File: src/rtl/ptx_regs.svh
// Register map, field positions, reset values and timing constants
`ifndef PTX_REGS_SVH
`define PTX_REGS_SVH

// Register byte addresses
`define PTX_ADDR_W          4
`define PTX_CTRL_ADDR       4'h0
`define PTX_STATUS_ADDR     4'h4

// Control fields
`define PTX_CTRL_MODE_LSB   0
`define PTX_CTRL_MODE_MSB   1
`define PTX_CTRL_MASTER     2
`define PTX_CTRL_TRAINING   3
`define PTX_CTRL_RCVR_OK    4
`define PTX_CTRL_LPI_REQ    5
`define PTX_CTRL_RESET      6'h0_0

// Status fields
`define PTX_STAT_BAL_LSB    0
`define PTX_STAT_BAL_MSB    2
`define PTX_STAT_STATE_LSB  4
`define PTX_STAT_STATE_MSB  7
`define PTX_STAT_ERR        8

// Bus responses
`define PTX_RESP_OKAY       2'h0
`define PTX_RESP_SLVERR     2'h2

// Timing
`define PTX_CLK_PERIOD_NS   4
`define PTX_SYMBOL_NS       132
`define PTX_SYMBOL_CYCLES   ((`PTX_SYMBOL_NS) / (`PTX_CLK_PERIOD_NS))
`define PTX_TIMER_W         8
`define PTX_PHASE_FIRST     2'h0
`define PTX_PHASE_LAST      2'h2

// Delimiter groups and running balance
`define PTX_GROUP_FIRST     2'h0
`define PTX_GROUP_SECOND    2'h1
`define PTX_GROUP_RESTORE   2'h2
`define PTX_GROUP_FINAL     2'h3
`define PTX_BAL_RESET       3'h2
`define PTX_BAL_ONE         3'h1
`define PTX_BAL_TWO         3'h2
`define PTX_BAL_THREE       3'h3

// Scrambler
`define PTX_SCR_SEED        33'h0_1234_5679
`define PTX_SCR_TOP         32
`define PTX_SCR_TAP_MASTER  12
`define PTX_SCR_TAP_SLAVE   19

`endif

File: src/rtl/ptx_pkg.sv
// Types shared by the transmit encoder modules
package ptx_pkg;
   typedef logic [1:0] ptx_sym_type;
   typedef logic [5:0] ptx_trip_type;

   typedef enum logic [1:0] {
      PTX_MODE_ZERO   = 2'h0,
      PTX_MODE_IDLE   = 2'h1,
      PTX_MODE_NORMAL = 2'h2
   } ptx_mode_type;

   typedef enum logic [3:0] {
      PTX_ST_IDLE = 4'h1,
      PTX_ST_SSD  = 4'h2,
      PTX_ST_DATA = 4'h4,
      PTX_ST_ESD  = 4'h8
   } ptx_state_type;
endpackage

File: src/rtl/ptx_core_if.sv
// Ticks and scrambler mask between the encoder modules
`timescale 1ns/100ps
interface ptx_core_if;
   logic       sym_tick;
   logic       triplet_done;
   logic [1:0] phase;
   logic       master;
   logic [3:0] mask;

   modport timer (output sym_tick, output triplet_done, output phase);
   modport scr   (input sym_tick, input master, output mask);
   modport core  (input sym_tick, input triplet_done, input phase, input mask, output master);
endinterface

File: src/rtl/ptx_tick_timer.sv
// Symbol and triplet timers
`timescale 1ns/100ps
`include "ptx_regs.svh"
module ptx_tick_timer
   import ptx_pkg::*;
(
   // Clock and reset
   input  wire logic clk,
   input  wire logic rst_n,
   // Tick outputs
   ptx_core_if.timer tk
);
   logic [`PTX_TIMER_W-1:0] cnt;
   logic [1:0]              phase;
   logic                    expire;

   assign expire = (cnt == `PTX_TIMER_W'(`PTX_SYMBOL_CYCLES - 1));

   always_ff @(posedge clk or negedge rst_n) begin
      if (!rst_n) begin
         cnt <= '0;
      end else if (expire) begin
         cnt <= '0;
      end else begin
         cnt <= cnt + `PTX_TIMER_W'(1);
      end
   end

   always_ff @(posedge clk or negedge rst_n) begin
      if (!rst_n) begin
         phase <= `PTX_PHASE_FIRST;
      end else if (expire) begin
         phase <= (phase == `PTX_PHASE_LAST) ? `PTX_PHASE_FIRST : phase + 2'h1;
      end
   end

   assign tk.sym_tick     = expire;
   assign tk.triplet_done = expire && (phase == `PTX_PHASE_LAST);
   assign tk.phase        = phase;
endmodule

File: src/rtl/ptx_scrambler.sv
// Side-stream scrambler and derived mask bits
`timescale 1ns/100ps
`include "ptx_regs.svh"
module ptx_scrambler
   import ptx_pkg::*;
(
   // Clock and reset
   input  wire logic clk,
   input  wire logic rst_n,
   // Tick in, mask out
   ptx_core_if.scr   sc
);
   logic [`PTX_SCR_TOP:0] state;
   logic                  feedback;

   assign feedback = state[`PTX_SCR_TOP] ^
                     (sc.master ? state[`PTX_SCR_TAP_MASTER] : state[`PTX_SCR_TAP_SLAVE]);

   always_ff @(posedge clk or negedge rst_n) begin
      if (!rst_n) begin
         state <= `PTX_SCR_SEED;
      end else if (sc.sym_tick) begin
         state <= {state[`PTX_SCR_TOP-1:0], feedback};
      end
   end

   assign sc.mask[0] = state[0];
   assign sc.mask[1] = state[3] ^ state[8];
   assign sc.mask[2] = state[6] ^ state[16];
   assign sc.mask[3] = state[9] ^ state[14] ^ state[19] ^ state[24];
endmodule

File: src/rtl/ptx_encoder.sv
// Ternary transmit coding layer with AXI4-Lite control
//
// Added by the designer: the AXI4-Lite interface to the registers and the register offsets.
`timescale 1ns/100ps
`include "ptx_regs.svh"
module ptx_encoder
   import ptx_pkg::*;
(
   // Clock and reset
   input  wire logic                   clk,
   input  wire logic                   rst_n,
   // MII transmit side
   input  wire logic                   tx_en,
   input  wire logic                   tx_er,
   input  wire logic [3:0]             txd,
   // Symbol output to attachment layer
   output logic [1:0]                  pma_symbol,
   output logic                        pma_symbol_strobe,
   // AXI4-Lite write address
   input  wire logic                   s_axi_awvalid,
   output logic                        s_axi_awready,
   input  wire logic [`PTX_ADDR_W-1:0] s_axi_awaddr,
   input  wire logic [2:0]             s_axi_awprot,
   // AXI4-Lite write data
   input  wire logic                   s_axi_wvalid,
   output logic                        s_axi_wready,
   input  wire logic [31:0]            s_axi_wdata,
   input  wire logic [3:0]             s_axi_wstrb,
   // AXI4-Lite write response
   output logic                        s_axi_bvalid,
   input  wire logic                   s_axi_bready,
   output logic [1:0]                  s_axi_bresp,
   // AXI4-Lite read address
   input  wire logic                   s_axi_arvalid,
   output logic                        s_axi_arready,
   input  wire logic [`PTX_ADDR_W-1:0] s_axi_araddr,
   input  wire logic [2:0]             s_axi_arprot,
   // AXI4-Lite read data
   output logic                        s_axi_rvalid,
   input  wire logic                   s_axi_rready,
   output logic [31:0]                 s_axi_rdata,
   output logic [1:0]                  s_axi_rresp
);
   ptx_core_if core_if ();

   logic [5:0]             ctrl;
   logic                   aw_held;
   logic                   w_held;
   logic [`PTX_ADDR_W-1:0] aw_addr;
   logic [31:0]            w_data;
   logic [3:0]             w_strb;
   logic                   do_write;
   ptx_mode_type           mode;
   ptx_state_type          state;
   ptx_state_type          next_state;
   logic [1:0]             group;
   logic [1:0]             next_group;
   logic [2:0]             bal;
   logic [2:0]             next_bal;
   logic                   err_seen;
   logic                   next_err_seen;
   ptx_trip_type           trip;
   ptx_trip_type           next_trip;
   logic                   gated_en;
   logic [3:0]             scrambled_nibble;
   logic [31:0]            status_word;

   ptx_tick_timer u_timer (
      .clk   (clk),
      .rst_n (rst_n),
      .tk    (core_if.timer)
   );

   ptx_scrambler u_scr (
      .clk   (clk),
      .rst_n (rst_n),
      .sc    (core_if.scr)
   );

   assign core_if.master = ctrl[`PTX_CTRL_MASTER];

   // Mode decode, unknown code treated as zero mode
   always_comb begin
      unique case (ctrl[`PTX_CTRL_MODE_MSB:`PTX_CTRL_MODE_LSB])
         PTX_MODE_IDLE:   mode = PTX_MODE_IDLE;
         PTX_MODE_NORMAL: mode = PTX_MODE_NORMAL;
         default:         mode = PTX_MODE_ZERO;
      endcase
   end

   // Balanced 4B3T table, positive form for low balance
   function automatic ptx_trip_type sym3(input int a, input int b, input int c);
      return {2'(a), 2'(b), 2'(c)};
   endfunction

   function automatic ptx_trip_type nibble_to_triplet(input logic [3:0] nib, input logic [2:0] rb);
      logic lo1;
      logic lo2;
      logic lo3;
      lo1 = (rb == `PTX_BAL_ONE);
      lo2 = (rb <= `PTX_BAL_TWO);
      lo3 = (rb <= `PTX_BAL_THREE);
      unique case (nib)
         4'h0: nibble_to_triplet = lo1 ? sym3(1, 0, 1)   : sym3(0, -1, 0);
         4'h1: nibble_to_triplet = sym3(0, -1, 1);
         4'h2: nibble_to_triplet = sym3(1, -1, 0);
         4'h3: nibble_to_triplet = lo3 ? sym3(0, 0, 1)   : sym3(-1, -1, 0);
         4'h4: nibble_to_triplet = sym3(-1, 1, 0);
         4'h5: nibble_to_triplet = lo1 ? sym3(0, 1, 1)   : sym3(-1, 0, 0);
         4'h6: nibble_to_triplet = lo2 ? sym3(-1, 1, 1)  : sym3(-1, -1, 1);
         4'h7: nibble_to_triplet = sym3(-1, 0, 1);
         4'h8: nibble_to_triplet = lo3 ? sym3(1, 0, 0)   : sym3(0, -1, -1);
         4'h9: nibble_to_triplet = lo3 ? sym3(1, -1, 1)  : sym3(-1, -1, -1);
         4'hA: nibble_to_triplet = lo2 ? sym3(1, 1, -1)  : sym3(1, -1, -1);
         4'hB: nibble_to_triplet = sym3(1, 0, -1);
         4'hC: nibble_to_triplet = lo1 ? sym3(1, 1, 1)   : sym3(-1, 1, -1);
         4'hD: nibble_to_triplet = lo3 ? sym3(0, 1, 0)   : sym3(-1, 0, -1);
         4'hE: nibble_to_triplet = sym3(0, 1, -1);
         4'hF: nibble_to_triplet = lo1 ? sym3(1, 1, 0)   : sym3(0, 0, -1);
      endcase
   endfunction

   // Disparity of a triplet added to balance
   function automatic logic [2:0] add_disp(input logic [2:0] rb, input ptx_trip_type t);
      logic [2:0] sum;
      sum = rb + {t[5], t[5:4]} + {t[3], t[3:2]} + {t[1], t[1:0]};
      return sum;
   endfunction

   function automatic ptx_trip_type restore(input logic [2:0] rb);
      unique case (rb)
         `PTX_BAL_ONE:   restore = sym3(-1, 0, 1);
         `PTX_BAL_TWO:   restore = sym3(-1, 0, 0);
         `PTX_BAL_THREE: restore = sym3(-1, 0, -1);
         default:        restore = sym3(-1, -1, -1);
      endcase
   endfunction

   assign gated_en = tx_en && (mode == PTX_MODE_NORMAL) && !ctrl[`PTX_CTRL_TRAINING];

   always_comb begin
      if (gated_en) begin
         scrambled_nibble = core_if.mask ^ txd;
      end else begin
         scrambled_nibble = {core_if.mask[3] ^ ctrl[`PTX_CTRL_RCVR_OK],
                             core_if.mask[1] ^ ctrl[`PTX_CTRL_LPI_REQ],
                             core_if.mask[2], core_if.mask[0]};
      end
   end

   // Next triplet, balance and framing state
   always_comb begin
      next_state    = state;
      next_group    = group;
      next_bal      = bal;
      next_err_seen = err_seen;
      next_trip     = '0;
      unique case (state)
         PTX_ST_IDLE: begin
            if (mode == PTX_MODE_ZERO) begin
               next_trip = '0;
            end else if (gated_en) begin
               next_state    = PTX_ST_SSD;
               next_group    = `PTX_GROUP_SECOND;
               next_err_seen = tx_er;
               next_trip     = '0;
            end else begin
               next_trip = nibble_to_triplet(scrambled_nibble, bal);
               next_bal  = add_disp(bal, next_trip);
            end
         end
         PTX_ST_SSD, PTX_ST_ESD: begin
            next_group = group + 2'h1;
            if (state == PTX_ST_SSD) begin
               next_err_seen = err_seen | (gated_en & tx_er);
            end
            unique case (group)
               `PTX_GROUP_RESTORE: begin
                  next_trip = restore(bal);
                  next_bal  = `PTX_BAL_ONE;
               end
               `PTX_GROUP_FINAL: begin
                  if (state == PTX_ST_SSD) begin
                     next_trip  = sym3(1, 1, -1);
                     next_state = PTX_ST_DATA;
                  end else begin
                     next_trip  = err_seen ? sym3(-1, 1, 1) : sym3(1, -1, 1);
                     next_state = PTX_ST_IDLE;
                  end
                  next_bal = add_disp(bal, next_trip);
               end
               default: next_trip = '0;
            endcase
         end
         PTX_ST_DATA: begin
            if (gated_en) begin
               next_trip     = nibble_to_triplet(scrambled_nibble, bal);
               next_bal      = add_disp(bal, next_trip);
               next_err_seen = err_seen | tx_er;
            end else begin
               next_state = PTX_ST_ESD;
               next_group = `PTX_GROUP_SECOND;
               next_trip  = '0;
            end
         end
      endcase
   end

   always_ff @(posedge clk or negedge rst_n) begin
      if (!rst_n) begin
         state    <= PTX_ST_IDLE;
         group    <= `PTX_GROUP_FIRST;
         bal      <= `PTX_BAL_RESET;
         err_seen <= 1'b0;
         trip     <= '0;
      end else if (core_if.triplet_done) begin
         state    <= next_state;
         group    <= next_group;
         bal      <= next_bal;
         err_seen <= next_err_seen;
         trip     <= next_trip;
      end
   end

   always_ff @(posedge clk or negedge rst_n) begin
      if (!rst_n) begin
         pma_symbol <= '0;
      end else if (core_if.triplet_done) begin
         pma_symbol <= next_trip[5:4];
      end else if (core_if.sym_tick) begin
         pma_symbol <= (core_if.phase == `PTX_PHASE_FIRST) ? trip[3:2] : trip[1:0];
      end
   end

   always_ff @(posedge clk or negedge rst_n) begin
      if (!rst_n) begin
         pma_symbol_strobe <= 1'b0;
      end else begin
         pma_symbol_strobe <= core_if.sym_tick;
      end
   end

   // Write address and data capture
   assign s_axi_awready = !aw_held && !s_axi_bvalid;
   assign s_axi_wready  = !w_held && !s_axi_bvalid;
   assign do_write      = aw_held && w_held && !s_axi_bvalid;

   always_ff @(posedge clk or negedge rst_n) begin
      if (!rst_n) begin
         aw_held <= 1'b0;
         aw_addr <= '0;
      end else if (s_axi_awvalid && s_axi_awready) begin
         aw_held <= 1'b1;
         aw_addr <= s_axi_awaddr;
      end else if (do_write) begin
         aw_held <= 1'b0;
      end
   end

   always_ff @(posedge clk or negedge rst_n) begin
      if (!rst_n) begin
         w_held <= 1'b0;
         w_data <= '0;
         w_strb <= '0;
      end else if (s_axi_wvalid && s_axi_wready) begin
         w_held <= 1'b1;
         w_data <= s_axi_wdata;
         w_strb <= s_axi_wstrb;
      end else if (do_write) begin
         w_held <= 1'b0;
      end
   end

   // Control register write, low byte lane
   always_ff @(posedge clk or negedge rst_n) begin
      if (!rst_n) begin
         ctrl <= `PTX_CTRL_RESET;
      end else if (do_write && aw_addr == `PTX_CTRL_ADDR && w_strb[0]) begin
         ctrl <= w_data[5:0];
      end
   end

   // Write response
   always_ff @(posedge clk or negedge rst_n) begin
      if (!rst_n) begin
         s_axi_bvalid <= 1'b0;
         s_axi_bresp  <= `PTX_RESP_OKAY;
      end else if (do_write) begin
         s_axi_bvalid <= 1'b1;
         s_axi_bresp  <= (aw_addr == `PTX_CTRL_ADDR || aw_addr == `PTX_STATUS_ADDR) ?
                         `PTX_RESP_OKAY : `PTX_RESP_SLVERR;
      end else if (s_axi_bready) begin
         s_axi_bvalid <= 1'b0;
      end
   end

   // Status word
   always_comb begin
      status_word = '0;
      status_word[`PTX_STAT_BAL_MSB:`PTX_STAT_BAL_LSB]     = bal;
      status_word[`PTX_STAT_STATE_MSB:`PTX_STAT_STATE_LSB] = state;
      status_word[`PTX_STAT_ERR]                           = err_seen;
   end

   // Read channel
   assign s_axi_arready = !s_axi_rvalid;

   always_ff @(posedge clk or negedge rst_n) begin
      if (!rst_n) begin
         s_axi_rvalid <= 1'b0;
         s_axi_rdata  <= '0;
         s_axi_rresp  <= `PTX_RESP_OKAY;
      end else if (s_axi_arvalid && s_axi_arready) begin
         s_axi_rvalid <= 1'b1;
         s_axi_rresp  <= `PTX_RESP_OKAY;
         unique case (s_axi_araddr)
            `PTX_CTRL_ADDR:   s_axi_rdata <= {26'h000_0000, ctrl};
            `PTX_STATUS_ADDR: s_axi_rdata <= status_word;
            default: begin
               s_axi_rdata <= '0;
               s_axi_rresp <= `PTX_RESP_SLVERR;
            end
         endcase
      end else if (s_axi_rready) begin
         s_axi_rvalid <= 1'b0;
      end
   end
endmodule

File: config.mk
export PLATFORM = sky130hd
export DESIGN_NAME = ptx_encoder
export DESIGN_NICKNAME = d
export VERILOG_FILES = /design/src/rtl/ptx_pkg.sv /design/src/rtl/ptx_core_if.sv /design/src/rtl/ptx_tick_timer.sv /design/src/rtl/ptx_scrambler.sv /design/src/rtl/ptx_encoder.sv
export VERILOG_INCLUDE_DIRS = /design/src /design/src/rtl
export SDC_FILE = /design/constraint.sdc
export NUM_CORES = 1
export LEC_CHECK = 0
export BUFFER_PORTS_ARGS = -buffer_cell sky130_fd_sc_hd__buf_2
export CORE_ASPECT_RATIO = 1.75
export CORE_MARGIN = 1.5
export CORE_UTILIZATION = 30
export CTS_BUF_LIST = sky130_fd_sc_hd__clkbuf_8
export CTS_CLUSTER_SIZE = 30
export DETAILED_ROUTE_END_ITERATION = 8
export HOLD_SLACK_MARGIN = 0.12
export PLACE_DENSITY_LB_ADDON = 0.1
export SYNTH_ARGS = -nofsm -noshare
export SYNTH_HDL_FRONTEND = slang
export SYNTH_HIERARCHICAL = 1
export SYNTH_SLANG_ARGS = --single-unit
File: constraint.sdc
create_clock -name clk -period 5.76 [get_ports clk]
set_input_delay 0.576 -clock clk [delete_from_list [all_inputs] [get_ports clk]]
set_output_delay 0.576 -clock clk [all_outputs]
set_load 0.01 [all_outputs]
Yosys cells after proc, flatten, opt, wreduce, memory -nomap -nowiden. Cells that the tools add are included.

Add/subtract/negate cells: 12. $lt $le $gt $ge: 2. Mux-type cells: 64. Reductions and logical operators: 34. Equality and inequality tests: 39. Bitwise logic cells: 12.

Operator list (count): 6-bit 2-to-1 mux (17); 6-bit one-hot mux with 16 select lines (1); 4-bit equality test (second input constant) (9); 4-bit by 3-bit equality test with 1-bit output (second input constant) (7); 4-bit 2-to-1 mux (7); 3-bit adder (9); 4-bit one-hot mux with 3 select lines (2); 2-bit 2-to-1 mux (9); 6-bit one-hot mux with 3 select lines (1); 9-bit one-hot mux with 2 select lines (1); 5-bit 2-to-1 mux (3); 5-bit AND reduction (3); 2-bit != test (second input constant) (7); 4-bit by 2-bit equality test with 1-bit output (second input constant) (3); 1-bit logical AND (12); 4-bit zero test (3); 1-bit 2-to-1 mux (12); 3-bit 2-to-1 mux (4); 6-bit one-hot mux with 2 select lines (1); 2-bit equality test (second input constant) (5); 2-bit nonzero test (5); 3-bit one-hot mux with 3 select lines (1); 8-bit by 1-bit adder with 8-bit output (second input constant) (1); 4-bit by 1-bit equality test with 1-bit output (second input constant) (2); 21 further kinds (38).

Output and inout port bits: 44. Flip-flop bits (word level): 117.

Logic depth before layout (Yosys ltp). Gate-level depths: netlist (run 1).

Depth after elaboration: 17. Depth in mapped cells: 23. Mapped depth without buffers: 21.

Cells and area by module. Netlist (run 1), hierarchy kept.

Modules (own cells, without submodules): ptx_encoder (area an instance 3281.9 µm², cells each 352, instances 1); ptx_scrambler (area an instance 1333.8 µm², cells each 78, instances 1); ptx_tick_timer (area an instance 473.0 µm², cells each 41, instances 1).

Worst setup path after synthesis (run 1). Ideal clock, no wire load.

Path type: register to register. From: reg ctrl[0]. To: reg bal[2]. Cell stages (with the launch flop): 22. Arrival time: 4.285 ns. Path buffers: 2. Slack: 1.349 ns. Data required time: 5.634 ns. Clock period less this slack: 4.411 ns. Cells stage by stage: dfrtp_1 > inv_1 > ha_1 > and3b_1 > buf_6 > mux2i_4 > xnor2_1 > clkbuf_1 > nand2_1 > a21oi_1 > o21ai_2 > fa_1 > fa_1 > ha_1 > xnor2_1 > xnor2_1 > nor2_1 > o2bb2ai_1 > a211oi_1 > xor2_1 > xnor2_1 > o21ai_1.

Cells in the longest elaborated chain, start to end: 17.

RTL lines: from (decl) (line ptx_encoder.sv:46) `logic [5:0] ctrl;`; from (signal assigned) (line ptx_encoder.sv:277) `` ctrl <= `PTX_CTRL_RESET; ``; from (signal assigned) (line ptx_encoder.sv:279) `ctrl <= w_data[5:0];`; 2-bit equality test or 2-bit by 1-bit equality test with 1-bit output (tied branches) (line ptx_encoder.sv:84) `` unique case (ctrl[`PTX_CTRL_MODE_MSB:`PTX_CTRL_MODE_LSB]) ``; 2-bit one-hot mux with 2 select lines * (line ptx_encoder.sv:84); 2-bit equality test (line ptx_encoder.sv:139) `` assign gated_en = tx_en && (mode == PTX_MODE_NORMAL) && !ctrl[`PTX_CTRL_TRAINING]; ``; 1-bit logical AND (2 in series) (line ptx_encoder.sv:139); 4-bit 2-to-1 mux (line ptx_encoder.sv:142) `if (gated_en) begin`; 4-bit equality test, or another cell as far along (line ptx_encoder.sv:103) `unique case (nib)`; 6-bit one-hot mux with 16 select lines (line ptx_encoder.sv:103); 6-bit 2-to-1 mux (line ptx_encoder.sv:162) `end else if (gated_en) begin`; 6-bit 2-to-1 mux (line ptx_encoder.sv:160) `if (mode == PTX_MODE_ZERO) begin`; 6-bit 2-to-1 mux (line ptx_encoder.sv:158) `unique case (state)`; 3-bit adder (3 in series) (line ptx_encoder.sv:126) `sum = rb + {t[5], t[5:4]} + {t[3], t[3:2]} + {t[1], t[1:0]};`; 3-bit 2-to-1 mux (line ptx_encoder.sv:162); 3-bit 2-to-1 mux (line ptx_encoder.sv:160); 3-bit one-hot mux with 3 select lines (line ptx_encoder.sv:158); to (signal assigned) (line ptx_encoder.sv:213) `` bal <= `PTX_BAL_RESET; ``; to (signal assigned) (line ptx_encoder.sv:219) `bal <= next_bal;`; to (decl) (line ptx_encoder.sv:58) `logic [2:0] bal;`.

Mark *: on every way between the ends. The rest lies on a longest branch, timed or not. The select of a mux whose other input is x is not followed. A chain may end at the register's enable or synchronous reset.

Worst setup path after layout (run 1). Same ends and word-level chain as after synthesis.

==> results of run 1 <==
[synthesized netlist by cell type (all sizes together) (12+ instances only)]
library cell,count
nor2,31
ha,12
mux2,55
clkbuf,14
buf,31
nand2,38
xnor2,17
dfstp,16
mux2i,12
dfrtp,76
o21ai,24
inv,19
a21oi,17
[registers in the layout (all words and copies together) (netlist names), 2 cells and up]
register and cells:
aw_addr 4, bal 3, ctrl 6, group 2
pma_symbol 2, s_axi_rdata 9, state 4, trip 4
u_scr/state 33, u_timer/cnt 8, u_timer/tk.phase 2, w_data 6
[worst paths after layout]
kind	startpoint	to	slack [ns]	depth (start not counted)
max in group asynchronous	rst_n	w_data[3]	4.53	2
worst min-delay path	rst_n	err_seen	0.15	1
min in group clk	s_axi_rready	s_axi_rvalid	0.36	2
worst max-delay path	ctrl[0]	bal[2]	0.59	21
worst min register to register	u_timer/cnt[7]	u_timer/cnt[7]	0.48	1
worst max register to register	ctrl[0]	bal[2]	0.59	21
[critical path, stage by stage (launching register included)]
cell,delay (ns)
dfrtp_1,0.40
inv_1,0.06
ha_1,0.18
and3b_1,0.42
mux2_2,0.48
nor2_1,0.31
o22ai_1,0.14
a221oi_1,0.29
o21bai_1,0.20
inv_1,0.09
fa_1,0.41
inv_1,0.09
fa_1,0.43
ha_1,0.22
xnor2_1,0.14
xnor2_1,0.29
nor2_1,0.07
o2bb2ai_1,0.12
a211oi_1,0.28
xor2_1,0.20
xnor2_1,0.14
o21ai_1,0.07
[kinds of logic after synthesis]
family	share of synthesized area, %
AND/OR/NAND/NOR	12.07
flip-flops	45.64
AO/OA/AOI/OAI	10.03
multiplexers	15.00
buffers and inverters	7.475
XOR/XNOR	5.188
adder cells (fa/ha/maj)	4.524
other	0.07369
[through the flow]
step / instance area, µm² / utilization (%) / worst slack, ns / std cells
after global routing: 5593 / 33.85 / 0.2133 / 741
after global placement: 5418 / 32.79 / 0.6590 / 724
after detailed placement: 5418 / 32.79 / 0.5464 / 724
final: 5593 / 33.85 / 0.5942 / 741
after floorplan: 5179 / - / 1.349 / 495
after CTS: 5590 / 33.83 / 0.5730 / 740
[layout make-up]
cell class	instances	area, µm²	share of cell area (%)
well taps	224	280.3	5.011
flip-flops and latches	92	2322	41.52
diodes	1	2.502	0.04474
repair buffers	50	262.8	4.698
multi-input cells	339	2476	44.27
clock buffers	9	123.9	2.215
clock inverters	7	48.80	0.8725
inverters	19	76.32	1.365
[where the power goes]
group | leakage, nW | internal, mW | switching, mW | total, mW
Sequential | 1.14 | 0.726 | 0.0619 | 0.787
Clock | 0.0902 | 0.159 | 0.242 | 0.401
Combinational | 1.37 | 0.357 | 0.462 | 0.819
Total | 2.60 | 1.24 | 0.766 | 2.01
[metal layers]
layer | vias up | GRT usage, %
met1 | 1725 | 14.70
li1 | 1684 | -
met5 | - | 0
met2 | 49 | 23.97
met4 | 0 | 6.829
met3 | 16 | 2.069
==> results.md, run 1 <==
* Number of synthesized register bits at between 90 and 100
* Violation count after the first detailed-route iteration at between 100 and 150
* Final worst clock skew at approximately 0.014 ns
* Unrepaired setup endpoints after global routing: false
* Clock-pin slew on the worst setup and hold paths at 0.10 ns
* Data required time of the worst path at ~6 ns
* Number of I/O pins at between 100 and 150
* Core area at 16,520 µm²
* Net total in the final layout at a little under 600
* Final Hold Slack at ~0.15 ns
* Number of max-capacitance violations reported at 0
* Slew Limit Headroom at between 40% and 50%
* Final number of hold-violating endpoints at 0
* Post-synth top area share at ~37%
* Largest cells by area after synthesis: dfrtp_1, mux2_2, dfstp_2
* Total die area at approximately 18,000 µm²
* Routability Congestion at about 0.9
* Clock Latency Late Sink at between 0.3 and 0.4 ns
* WL met3 at 247 µm
* Leakage dissipation at between 2 and 3 nW
* Residual antenna-violating net count after detailed routing at 0
* Fill cell total of the finished layout at approximately 1.7k
* Number of library cell types mapped by synthesis at between 60 and 70
* Minimum period implied by the final worst setup slack at between 5 and 6 ns
* Async set-or-reset flop fraction in the synthesized netlist at 100.0%
* Worst Setup Start Kind: flop
* Final Total Pwr at 2.008 mW
* Final sum of negative setup slack at 0 ns
* Worst-case clock buffer depth at 2
* Starting density of the core at between 30% and 40%
* Sequential area share after synthesis at 45.64%
* Leading cell types in the layout, fill and taps excluded: dfrtp_1, mux2_2, buf_2, nand2_1, nor2_1
* Top routing layer in use: met4
* Count of hold-fix buffers inserted at cts at 0
* Remaining Overflow, GRT at 0
* DRC at 0
* Detailed placer's ending HPWL at approximately 8.2 mm
* Via total after detailed routing at between 3k and 4k
* Root buffer selected by CTS: clkbuf_8
* Routed WL per cell at between 10 and 15 µm
* Layout Area Growth over Synthesis at 9.909%
* Fraction of layout cells with a size suffix above 1 at about 28%
* Post-CTS repair timing setup buffer count at 0
* Arrival time at the worst endpoint at roughly 5.4 ns
* Worst vdd ir at between 0.15 and 0.2 mV
* Kind of end point of the critical path: flop
* Total number of clock tree sinks at 92
* Count of flip-flops with a built-in enable after synthesis at 0
* First-pass GRT wire length at around 18 mm
* Detailed route wirelength on metal2 at ~6.1 mm
* Chip width at just over 100 µm
* Avg Synthesized Cell Area at about 11 µm²
* Commonest register cell after synthesis: dfrtp_1
* Final-report max-slew violation count at 0
* Commonest non-fill, non-tap cell in the layout: dfrtp_1
* Worst-margin pin slew at ~0.85 ns
* Dominant cell type by area after synthesis: dfrtp_1
* Timing-limited maximum frequency at slightly below 200 MHz
* Quantity of gates resized following cts at 0
* Vertical die dimension at approximately 180 µm
* Largest net degree at the start of global routing at 55
* Share of the cycle needed by the critical path after routing at 89.68%
* Run status: finished clean
* Standard-cell rows at 62
* Deepest level of the CTS H-tree at 3
* Antenna violations before repair at 1
* Number of instances in the synthesized netlist at ~470
* Pre-Repair DR Iteration Count at 4
* Syn Std Cell Area at about 5100 µm²
* TritonCTS Buffers at 9
* Final-report setup violation count at 0
* Detailed-routing wirelength on met1 at 4.415 mm
* Number of synthesis warnings at 6
* Vias in the first global route at between 3k and 4k
* CTS tree: yes
* Critical Path Fanout Max at 10
* Drt via density at about 4.7
* Kind of critical path: reg2reg
* P per Cell Area at 359.1 nW/µm²
* Count of port buffers added during placement at between 40 and 50
* Class of the tightest hold or removal check: in2async
* GRT Util Overall at between 10% and 20%
* Routed wire length at around 11 mm
(Power assumes the default switching activity.)
==> run 2, diff against run 1 <==
--- a/config.mk
+++ b/config.mk
@@ -6,6 +6,7 @@
 export SDC_FILE = /design/constraint.sdc
 export NUM_CORES = 1
 export LEC_CHECK = 0
+export ABC_AREA = 1
 export BUFFER_PORTS_ARGS = -buffer_cell sky130_fd_sc_hd__buf_2
 export CORE_ASPECT_RATIO = 1.75
 export CORE_MARGIN = 1.5
==> results.md, run 2 <==
* Run status: finished clean (unchanged)
* Routed WL per cell at 13.31 µm (was 14.84 µm)
* Worst-case clock buffer depth at 2 (unchanged)
* P per Cell Area at 309.4 nW/µm² (was 359.1 nW/µm²)
* Core Util, Final at 33.62% (was 33.85%)
* Antenna cells at 0 (was 1)
* Unrepaired setup endpoints after global routing: false (unchanged)
* Most common cell on crit path: nand2_1
* Drt via density at 4.560 (was 4.688)
* Final-report max-slew violation count at 0 (unchanged)
* Number of I/O pins at 107 (unchanged)
* Fill cell total of the finished layout at 1,945 (was 1,693)
* Pre-Repair DR Iteration Count at 4 (unchanged)
* TritonCTS Buffers at 9 (unchanged)
* Placed cell count at 923 (was 724)
* Number of library cell types mapped by synthesis at 44 (was 64)
* Family with the most delay on the worst path: simple AND/OR/NAND/NOR gates (was adder cells)
* Cell area after placement at 5677 µm² (was 5418 µm²)
* Worst Setup Start Kind: flop (unchanged)
* Minimum period implied by the final worst setup slack at 4.275 ns (was 5.166 ns)
* Largest cells by area after synthesis: dfrtp_1, nand2_1, dfstp_2 (was dfrtp_1, mux2_2, dfstp_2)
* Fraction of layout cells with a size suffix above 1 at 19.32% (was 28.29%)
* Chip width at 103.9 µm (was 101.5 µm)
* Commonest cells in the synthesized netlist: nand2_1, inv_1, dfrtp_1 (was dfrtp_1, mux2_2, nand2_1)
* Largest net degree at the start of global routing at 69 (was 55)
* Proportion of power drawn by combinational gates at 35.7% (was 40.8%)
* Worst-margin pin slew at 0.8812 ns (was 0.8510 ns)
* Final number of hold-violating endpoints at 0 (unchanged)
* Non-Filler Cell Area, Final at 5868 µm² (was 5593 µm²)
* Residual antenna-violating net count after detailed routing at 0 (unchanged)
* First-pass GRT wire length at 21.09 mm (was 18.02 mm)
* Violation count after the first detailed-route iteration at 140 (was 121)
* Async set-or-reset flop fraction in the synthesized netlist at 100.0% (unchanged)
* Net Switching at 693.7 µW (was 766.3 µW)
* CP bufs+invs at 4 (was 3)
* Arrival time at the worst endpoint at 4.53 ns (was 5.42 ns)
* Final sum of negative setup slack at 0 ns (unchanged)
* Leading cell types in the layout, fill and taps excluded: nand2_1, inv_1, dfrtp_1, o21ai_0, nor2_1 (was dfrtp_1, mux2_2, buf_2, nand2_1, nor2_1)
* Kind of critical path: reg2reg (unchanged)
* Number of max-capacitance violations reported at 0 (unchanged)
* GRT Util Overall at 14.02% (was 13.28%)
* Final-report setup violation count at 0 (unchanged)
* Share of the cycle needed by the critical path after routing at 74.22% (was 89.68%)
* Routed wire length at 12.51 mm (was 11.00 mm)
* Switching share of power at 38.21% (was 38.16%)
* Proportion of power drawn by flip-flops and latches at 41.4% (was 39.2%)
* Via total after detailed routing at 4,286 (was 3,474)
* Clock Latency Late Sink at 0.37 ns (was 0.38 ns)
* Cell at the slowest stage of the critical path: dfstp_2 (was mux2_2)
* Root buffer selected by CTS: clkbuf_8 (unchanged)
* Number of synthesized register bits at 92 (unchanged)
* Area of the multi-input gates at 2437 µm² (was 2476 µm²)
* Commonest register cell after synthesis: dfrtp_1 (unchanged)
* Net total in the final layout at 783 (was 590)
* Antenna violations before repair at 0 (was 1)
* Layout Cells excl Fill at 940 (was 741)
* Post-Place Worst Slack at 1.486 ns (was 0.5464 ns)
* Core area at 17,460 µm² (was 16,520 µm²)
* Starting density of the core at 30.60% (was 30.80%)
* Combined flip-flop and latch cell area at 2322 µm² (unchanged)
* Vias in the first global route at 4,340 (was 3,519)
* Largest registers: u_scr/state x33, s_axi_rdata x9, u_timer/cnt x8 (unchanged)
* Timing-limited maximum frequency at 233.9 MHz (was 193.6 MHz)
* Dominant cell type by area after synthesis: dfrtp_1 (unchanged)
* Quantity of gates resized following cts at 0 (unchanged)
* Max incr delay on CP at 0.55 ns (was 0.48 ns)
* Flip-flop count of the largest register after layout at 33 (unchanged)
* Final Hold Slack at 0.3787 ns (was 0.1528 ns)
* CTS tree: yes (unchanged)
* Clock-pin slew on the worst setup and hold paths at 0.10 ns (about the same)
* Leakage dissipation at 2.892 nW (was 2.605 nW)
* Class of the tightest hold or removal check: in2reg (was in2async)
* Data required time of the worst path at 6.01 ns (about the same)
* Commonest non-fill, non-tap cell in the layout: nand2_1 (was dfrtp_1)
* Pint at 1.122 mW (was 1.242 mW)
* PnR worst setup slack at 1.485 ns (was 0.5942 ns)
* Post-synth top area share at 35.60% (was 37.37%)
* Count of port buffers added during placement at 46 (unchanged)
* Final worst clock skew at 0.01118 ns (was 0.01411 ns)
* Count of flip-flops with a built-in enable after synthesis at 0 (unchanged)
* Routability Congestion at 0.8361 (was 0.8773)
* Deepest level of the CTS H-tree at 3 (unchanged)
* Layout Area Growth over Synthesis at 9.836% (was 9.909%)
* Final Total Pwr at 1.816 mW (was 2.008 mW)
* Top-count cell post-synth: nand2_1 (was dfrtp_1)
* Largest register by flop count: u_scr/state (unchanged)
* Sequential area share after synthesis at 43.47% (was 45.64%)
* Total die area at 18,650 µm² (was 17,780 µm²)
* Critical Path Fanout Max at 5 (was 10)
* Number of instances in the synthesized netlist at 659 (was 471)
* Detailed placer's ending HPWL at 9.656 mm (was 8.179 mm)
* Syn Std Cell Area at 5343 µm² (was 5089 µm²)
* Remaining Overflow, GRT at 0 (unchanged)
* Avg Synthesized Cell Area at 8.107 µm² (was 10.80 µm²)
* Standard-cell rows at 64 (was 62)
* Kind of end point of the critical path: flop (unchanged)
* DRC at 0 (unchanged)
* Number of synthesis warnings at 6 (unchanged)
* Worst vdd ir at 0.1821 mV (was 0.1908 mV)
* Slew Limit Headroom at 41.25% (was 42.92%)
* Clock power share at 23.0% (was 20.0%)
* Total number of clock tree sinks at 92 (unchanged)
* Vertical die dimension at 179.5 µm (was 175.3 µm)
==> run 2: cell count changes in the layout (fill, tap and decap cells not counted), sizes merged, moves of 12 or more <==
cell	previous run	this run
xnor2	17	3
o21ai	24	67
nor2	31	66
mux2	55	4
nand2	38	163
nand3	11	38
inv	22	108
mux2i	12	0
==> run 2: power by group through the flow <==
| stage | combinational (mW) | clock, mW | sequential [mW] |
|---|---|---|---|
| 6_report | 0.647 | 0.417 | 0.751 |
| 5_1_grt | 0.741 | 0.463 | 0.761 |
| 4_1_cts | 0.661 | 0.440 | 0.753 |
| 3_5_place_dp | 0.656 | 0 | 0.765 |
| 3_3_place_gp | 0.647 | 0 | 0.764 |
| 2_1_floorplan | 0.486 | 0 | 0.759 |
==> run 2: cell type report <==
cell class                 count  area share, %
multi-input combinational    451          41.54
sequential                    92          39.57
inverter                     102          6.610
tap                          231          4.925
timing repair buffer          48          4.264
clock buffer                   9          2.111
clock inverter                 7         0.9808
==> run 2: logic make-up (layout without fill, tap and decap cells) <==
group / after synthesis / after routing / synth area share (%)
flops: 92 / 92 / 43.47
simple gates: 285 / 285 / 24.50
buf+inv: 140 / 166 / 12.60
fa+ha+maj: 16 / 16 / 4.309
mux: 4 / 4 / 0.8430
compound gates: 112 / 112 / 12.74
other cells: 1 / 25 / 0.07019
xor+xnor: 9 / 9 / 1.475
==> run 2: metal layers <==
| layer | track usage (%) | wire (µm) | vias to the layer above |
|---|---|---|---|
| met1 | 15.21 | 4969 | 2020 |
| met4 | 6.278 | 452 | 0 |
| li1 | - | - | 2139 |
| met2 | 25.88 | 6700 | 98 |
| met3 | 2.864 | 391 | 29 |
| met5 | 0 | 0 | - |
==> run 2: path summary, 6_finish.rpt <==
check / from / endpoint / slack [ns] / depth (start not counted)
min: s_axi_rready / s_axi_rvalid / 0.38 / 2
max in group asynchronous: rst_n / s_axi_rdata[2] / 3.91 / 3
max: u_scr/state[14] / bal[2] / 1.48 / 26
max reg2reg: u_scr/state[14] / bal[2] / 1.48 / 26
min in group asynchronous: rst_n / group[1] / 0.66 / 2
min reg2reg: u_scr/state[5] / u_scr/state[6] / 0.48 / 2
==> run 2: repair_timing <==
| action | 4_1_cts | 5_1_grt |
|---|---|---|
| endpoints found under the hold margin | 19 | 0 |
| hold buffers | 1 | 0 |
| buffers inserted | 0 | 0 |
==> run 3, diff against run 2 <==
--- a/config.mk
+++ b/config.mk
@@ -6,7 +6,7 @@
 export SDC_FILE = /design/constraint.sdc
 export NUM_CORES = 1
 export LEC_CHECK = 0
-export ABC_AREA = 1
+export ABC_AREA = 0
 export BUFFER_PORTS_ARGS = -buffer_cell sky130_fd_sc_hd__buf_2
 export CORE_ASPECT_RATIO = 1.75
 export CORE_MARGIN = 1.5
==> constraint.sdc (replaced) <==
create_clock -name clk -period 3.5 [get_ports clk]
set_input_delay 0.35 -clock clk [delete_from_list [all_inputs] [get_ports clk]]
set_output_delay 0.35 -clock clk [all_outputs]
set_load 0.01 [all_outputs]
==> results.md, run 3 (synthesized netlist as in run 1, its figures left out) <==
* Run status: finished with violations (was finished clean)
* Violated checks: negative setup slack
* Arrival time at the worst endpoint at 4.57 ns (was 4.53 ns)
* Detailed placer's ending HPWL at 8.706 mm (was 9.656 mm)
* Total die area at 17,780 µm² (was 18,650 µm²)
* Number of max-capacitance violations reported at 0 (unchanged)
* Family with the most delay on the worst path: adder cells (was simple AND/OR/NAND/NOR gates)
* Routed wire length at 11.70 mm (was 12.51 mm)
* Fraction of layout cells with a size suffix above 1 at 39.59% (was 19.32%)
* Final number of hold-violating endpoints at 0 (unchanged)
* Kind of critical path: reg2reg (unchanged)
* Ordered list of cells on the worst path: inv_1 -> ha_2 -> and3b_2 -> buf_4 -> mux2i_2 -> buf_4 -> o22ai_1 -> a221oi_2 -> o21bai_2 -> inv_1 -> fa_2 -> inv_2 -> fa_1 -> ha_2 -> xnor2_2 -> xnor2_2 -> and3_1 -> a211oi_2 -> xor2_1 -> xnor2_1 -> o21ai_1
* Antenna cells at 0 (unchanged)
* Timing-limited maximum frequency at 231.3 MHz (was 233.9 MHz)
* Critical Path Fanout Max at 5 (unchanged)
* GRT Util Overall at 14.04% (was 14.02%)
* Core area at 16,520 µm² (was 17,460 µm²)
* Commonest non-fill, non-tap cell in the layout: dfrtp_1 (was nand2_1)
* Flip-flop count of the largest register after layout at 33 (unchanged)
* Starting density of the core at 30.80% (was 30.60%)
* Chip width at 101.5 µm (was 103.9 µm)
* P per Cell Area at 638.4 nW/µm² (was 309.4 nW/µm²)
* Largest registers: u_scr/state x33, s_axi_rdata x9, u_timer/cnt x8 (unchanged)
* Vias in the first global route at 3,870 (was 4,340)
* Final-report setup violation count at 1 (was 0)
* Total number of clock tree sinks at 92 (unchanged)
* TritonCTS Buffers at 9 (unchanged)
* Final worst clock skew at 0.01847 ns (was 0.01118 ns)
* Data required time of the worst path at 3.75 ns (was 6.01 ns)
* First-pass GRT wire length at 19.31 mm (was 21.09 mm)
* Pre-Repair DR Iteration Count at 4 (unchanged)
* Clock Latency Late Sink at 0.37 ns (about the same)
* Remaining Overflow, GRT at 0 (unchanged)
* Largest net degree at the start of global routing at 93 (was 69)
* Antenna violations before repair at 0 (unchanged)
* Routability Congestion at 0.8326 (was 0.8361)
* Clock-pin slew on the worst setup and hold paths at 0.11 ns (was 0.10 ns)
* PnR worst setup slack at -0.8242 ns (was 1.485 ns)
* Leakage dissipation at 2.978 nW (was 2.892 nW)
* Worst vdd ir at 0.3246 mV (was 0.1821 mV)
* CTS tree: yes (unchanged)
* Class of the tightest hold or removal check: in2reg (unchanged)
* Cell at the slowest stage of the critical path: dfrtp_1 (was dfstp_2)
* Final-report max-slew violation count at 0 (unchanged)
* Max incr delay on CP at 0.39 ns (was 0.55 ns)
* Vertical die dimension at 175.3 µm (was 179.5 µm)
* Minimum period implied by the final worst setup slack at 4.324 ns (was 4.275 ns)
* Unrepaired setup endpoints after global routing: true (was false)
* Worst-case clock buffer depth at 2 (unchanged)
* Core Util, Final at 37.85% (was 33.62%)
* Leading cell types in the layout, fill and taps excluded: dfrtp_1, buf_4, mux2_2, buf_2, nand2_1 (was nand2_1, inv_1, dfrtp_1, o21ai_0, nor2_1)
* Worst Setup Start Kind: flop (unchanged)
* Number of I/O pins at 107 (unchanged)
* Worst-margin pin slew at 0.9019 ns (was 0.8812 ns)
* Count of port buffers added during placement at 46 (unchanged)
* Slew Limit Headroom at 39.36% (was 41.25%)
* Final Total Pwr at 3.993 mW (was 1.816 mW)
* Layout Area Growth over Synthesis at 22.92% (was 9.836%)
* Standard-cell rows at 62 (was 64)
* Routed WL per cell at 14.54 µm (was 13.31 µm)
* Deepest level of the CTS H-tree at 3 (unchanged)
* Root buffer selected by CTS: clkbuf_8 (unchanged)
* Largest register by flop count: u_scr/state (unchanged)
* Net total in the final layout at 655 (was 783)
* Drt via density at 4.583 (was 4.560)
* DRC at 0 (unchanged)
* Residual antenna-violating net count after detailed routing at 0 (unchanged)
* Kind of end point of the critical path: flop (unchanged)
* CP bufs+invs at 5 (was 4)
* Final sum of negative setup slack at -0.8242 ns (was 0 ns)
* Share of the cycle needed by the critical path after routing at 123.5% (was 74.22%)
* Via total after detailed routing at 3,689 (was 4,286)
* Violation count after the first detailed-route iteration at 144 (was 140)
-- run 3: stage by stage --
stage / instance area [µm²] / instances / worst slack, ns / hold WS [ns]
after floorplan: 5205 / 495 / -0.7598 / 0.05441
after global placement: 5888 / 782 / -0.9746 / 0.4448
after detailed placement: 5888 / 782 / -1.169 / 0.4529
after CTS: 6218 / 804 / -0.9067 / 0.1424
after global routing: 6255 / 805 / -1.070 / 0.1603
final: 6255 / 805 / -0.8242 / 0.1586
-- run 3: worst reg2reg max path, cell delays in order (launching register included) --
cell and delay [ns]:
dfrtp_1 0.39, inv_1 0.06, ha_2 0.16, and3b_2 0.24, buf_4 0.16, mux2i_2 0.26, buf_4 0.19, o22ai_1 0.10
a221oi_2 0.24, o21bai_2 0.17, inv_1 0.08, fa_2 0.36, inv_2 0.06, fa_1 0.39, ha_2 0.20, xnor2_2 0.15
xnor2_2 0.16, and3_1 0.20, a211oi_2 0.23, xor2_1 0.19, xnor2_1 0.14, o21ai_1 0.07
-- run 3: cell type report --
| type | instances | area [µm²] |
|---|---|---|
| clock buffer | 10 | 137.6 |
| multi-input combinational | 339 | 2589 |
| clock inverter | 6 | 76.32 |
| tap | 224 | 280.3 |
| sequential | 92 | 2322 |
| fill | 1680 | 10270 |
| inverter | 19 | 76.32 |
| timing repair buffer | 115 | 773.2 |
-- run 3: final timing paths --
kind	startpoint	endpoint	slack (ns)	cells after the start
worst max-delay path	ctrl[0]	bal[2]	-0.82	21
worst min-delay path	s_axi_bready	s_axi_bvalid	0.16	2
worst max register to register	ctrl[0]	bal[2]	-0.82	21
worst min register to register	u_timer/cnt[7]	u_timer/cnt[7]	0.48	1
max in group asynchronous	rst_n	trip[1]	2.50	3
min in group asynchronous	rst_n	state[1]	0.53	3
-- run 3: where the power goes --
| part | leakage, nW | switching [mW] | internal (mW) |
|---|---|---|---|
| clock network | 0.110 | 0.425 | 0.366 |
| registers | 1.14 | 0.0889 | 1.19 |
| logic | 1.72 | 0.927 | 0.993 |
| total | 2.98 | 1.44 | 2.55 |
-- run 3: what timing repair did --
action,4_1_cts,5_1_grt
resized for setup,12,6
setup buffers,5,1
hold endpoints to repair,76,0
setup endpoints to repair,3,3
pin swaps,5,3
hold buffers,1,0
-- run 3: metal layers --
metal	up-vias	share of wire (%)	GRT usage, %
met2	50	56	25.59
met5	-	0	0
met3	22	1.8	2.268
met4	0	3.0	6.308
met1	1815	39	15.66
li1	1802	-	-
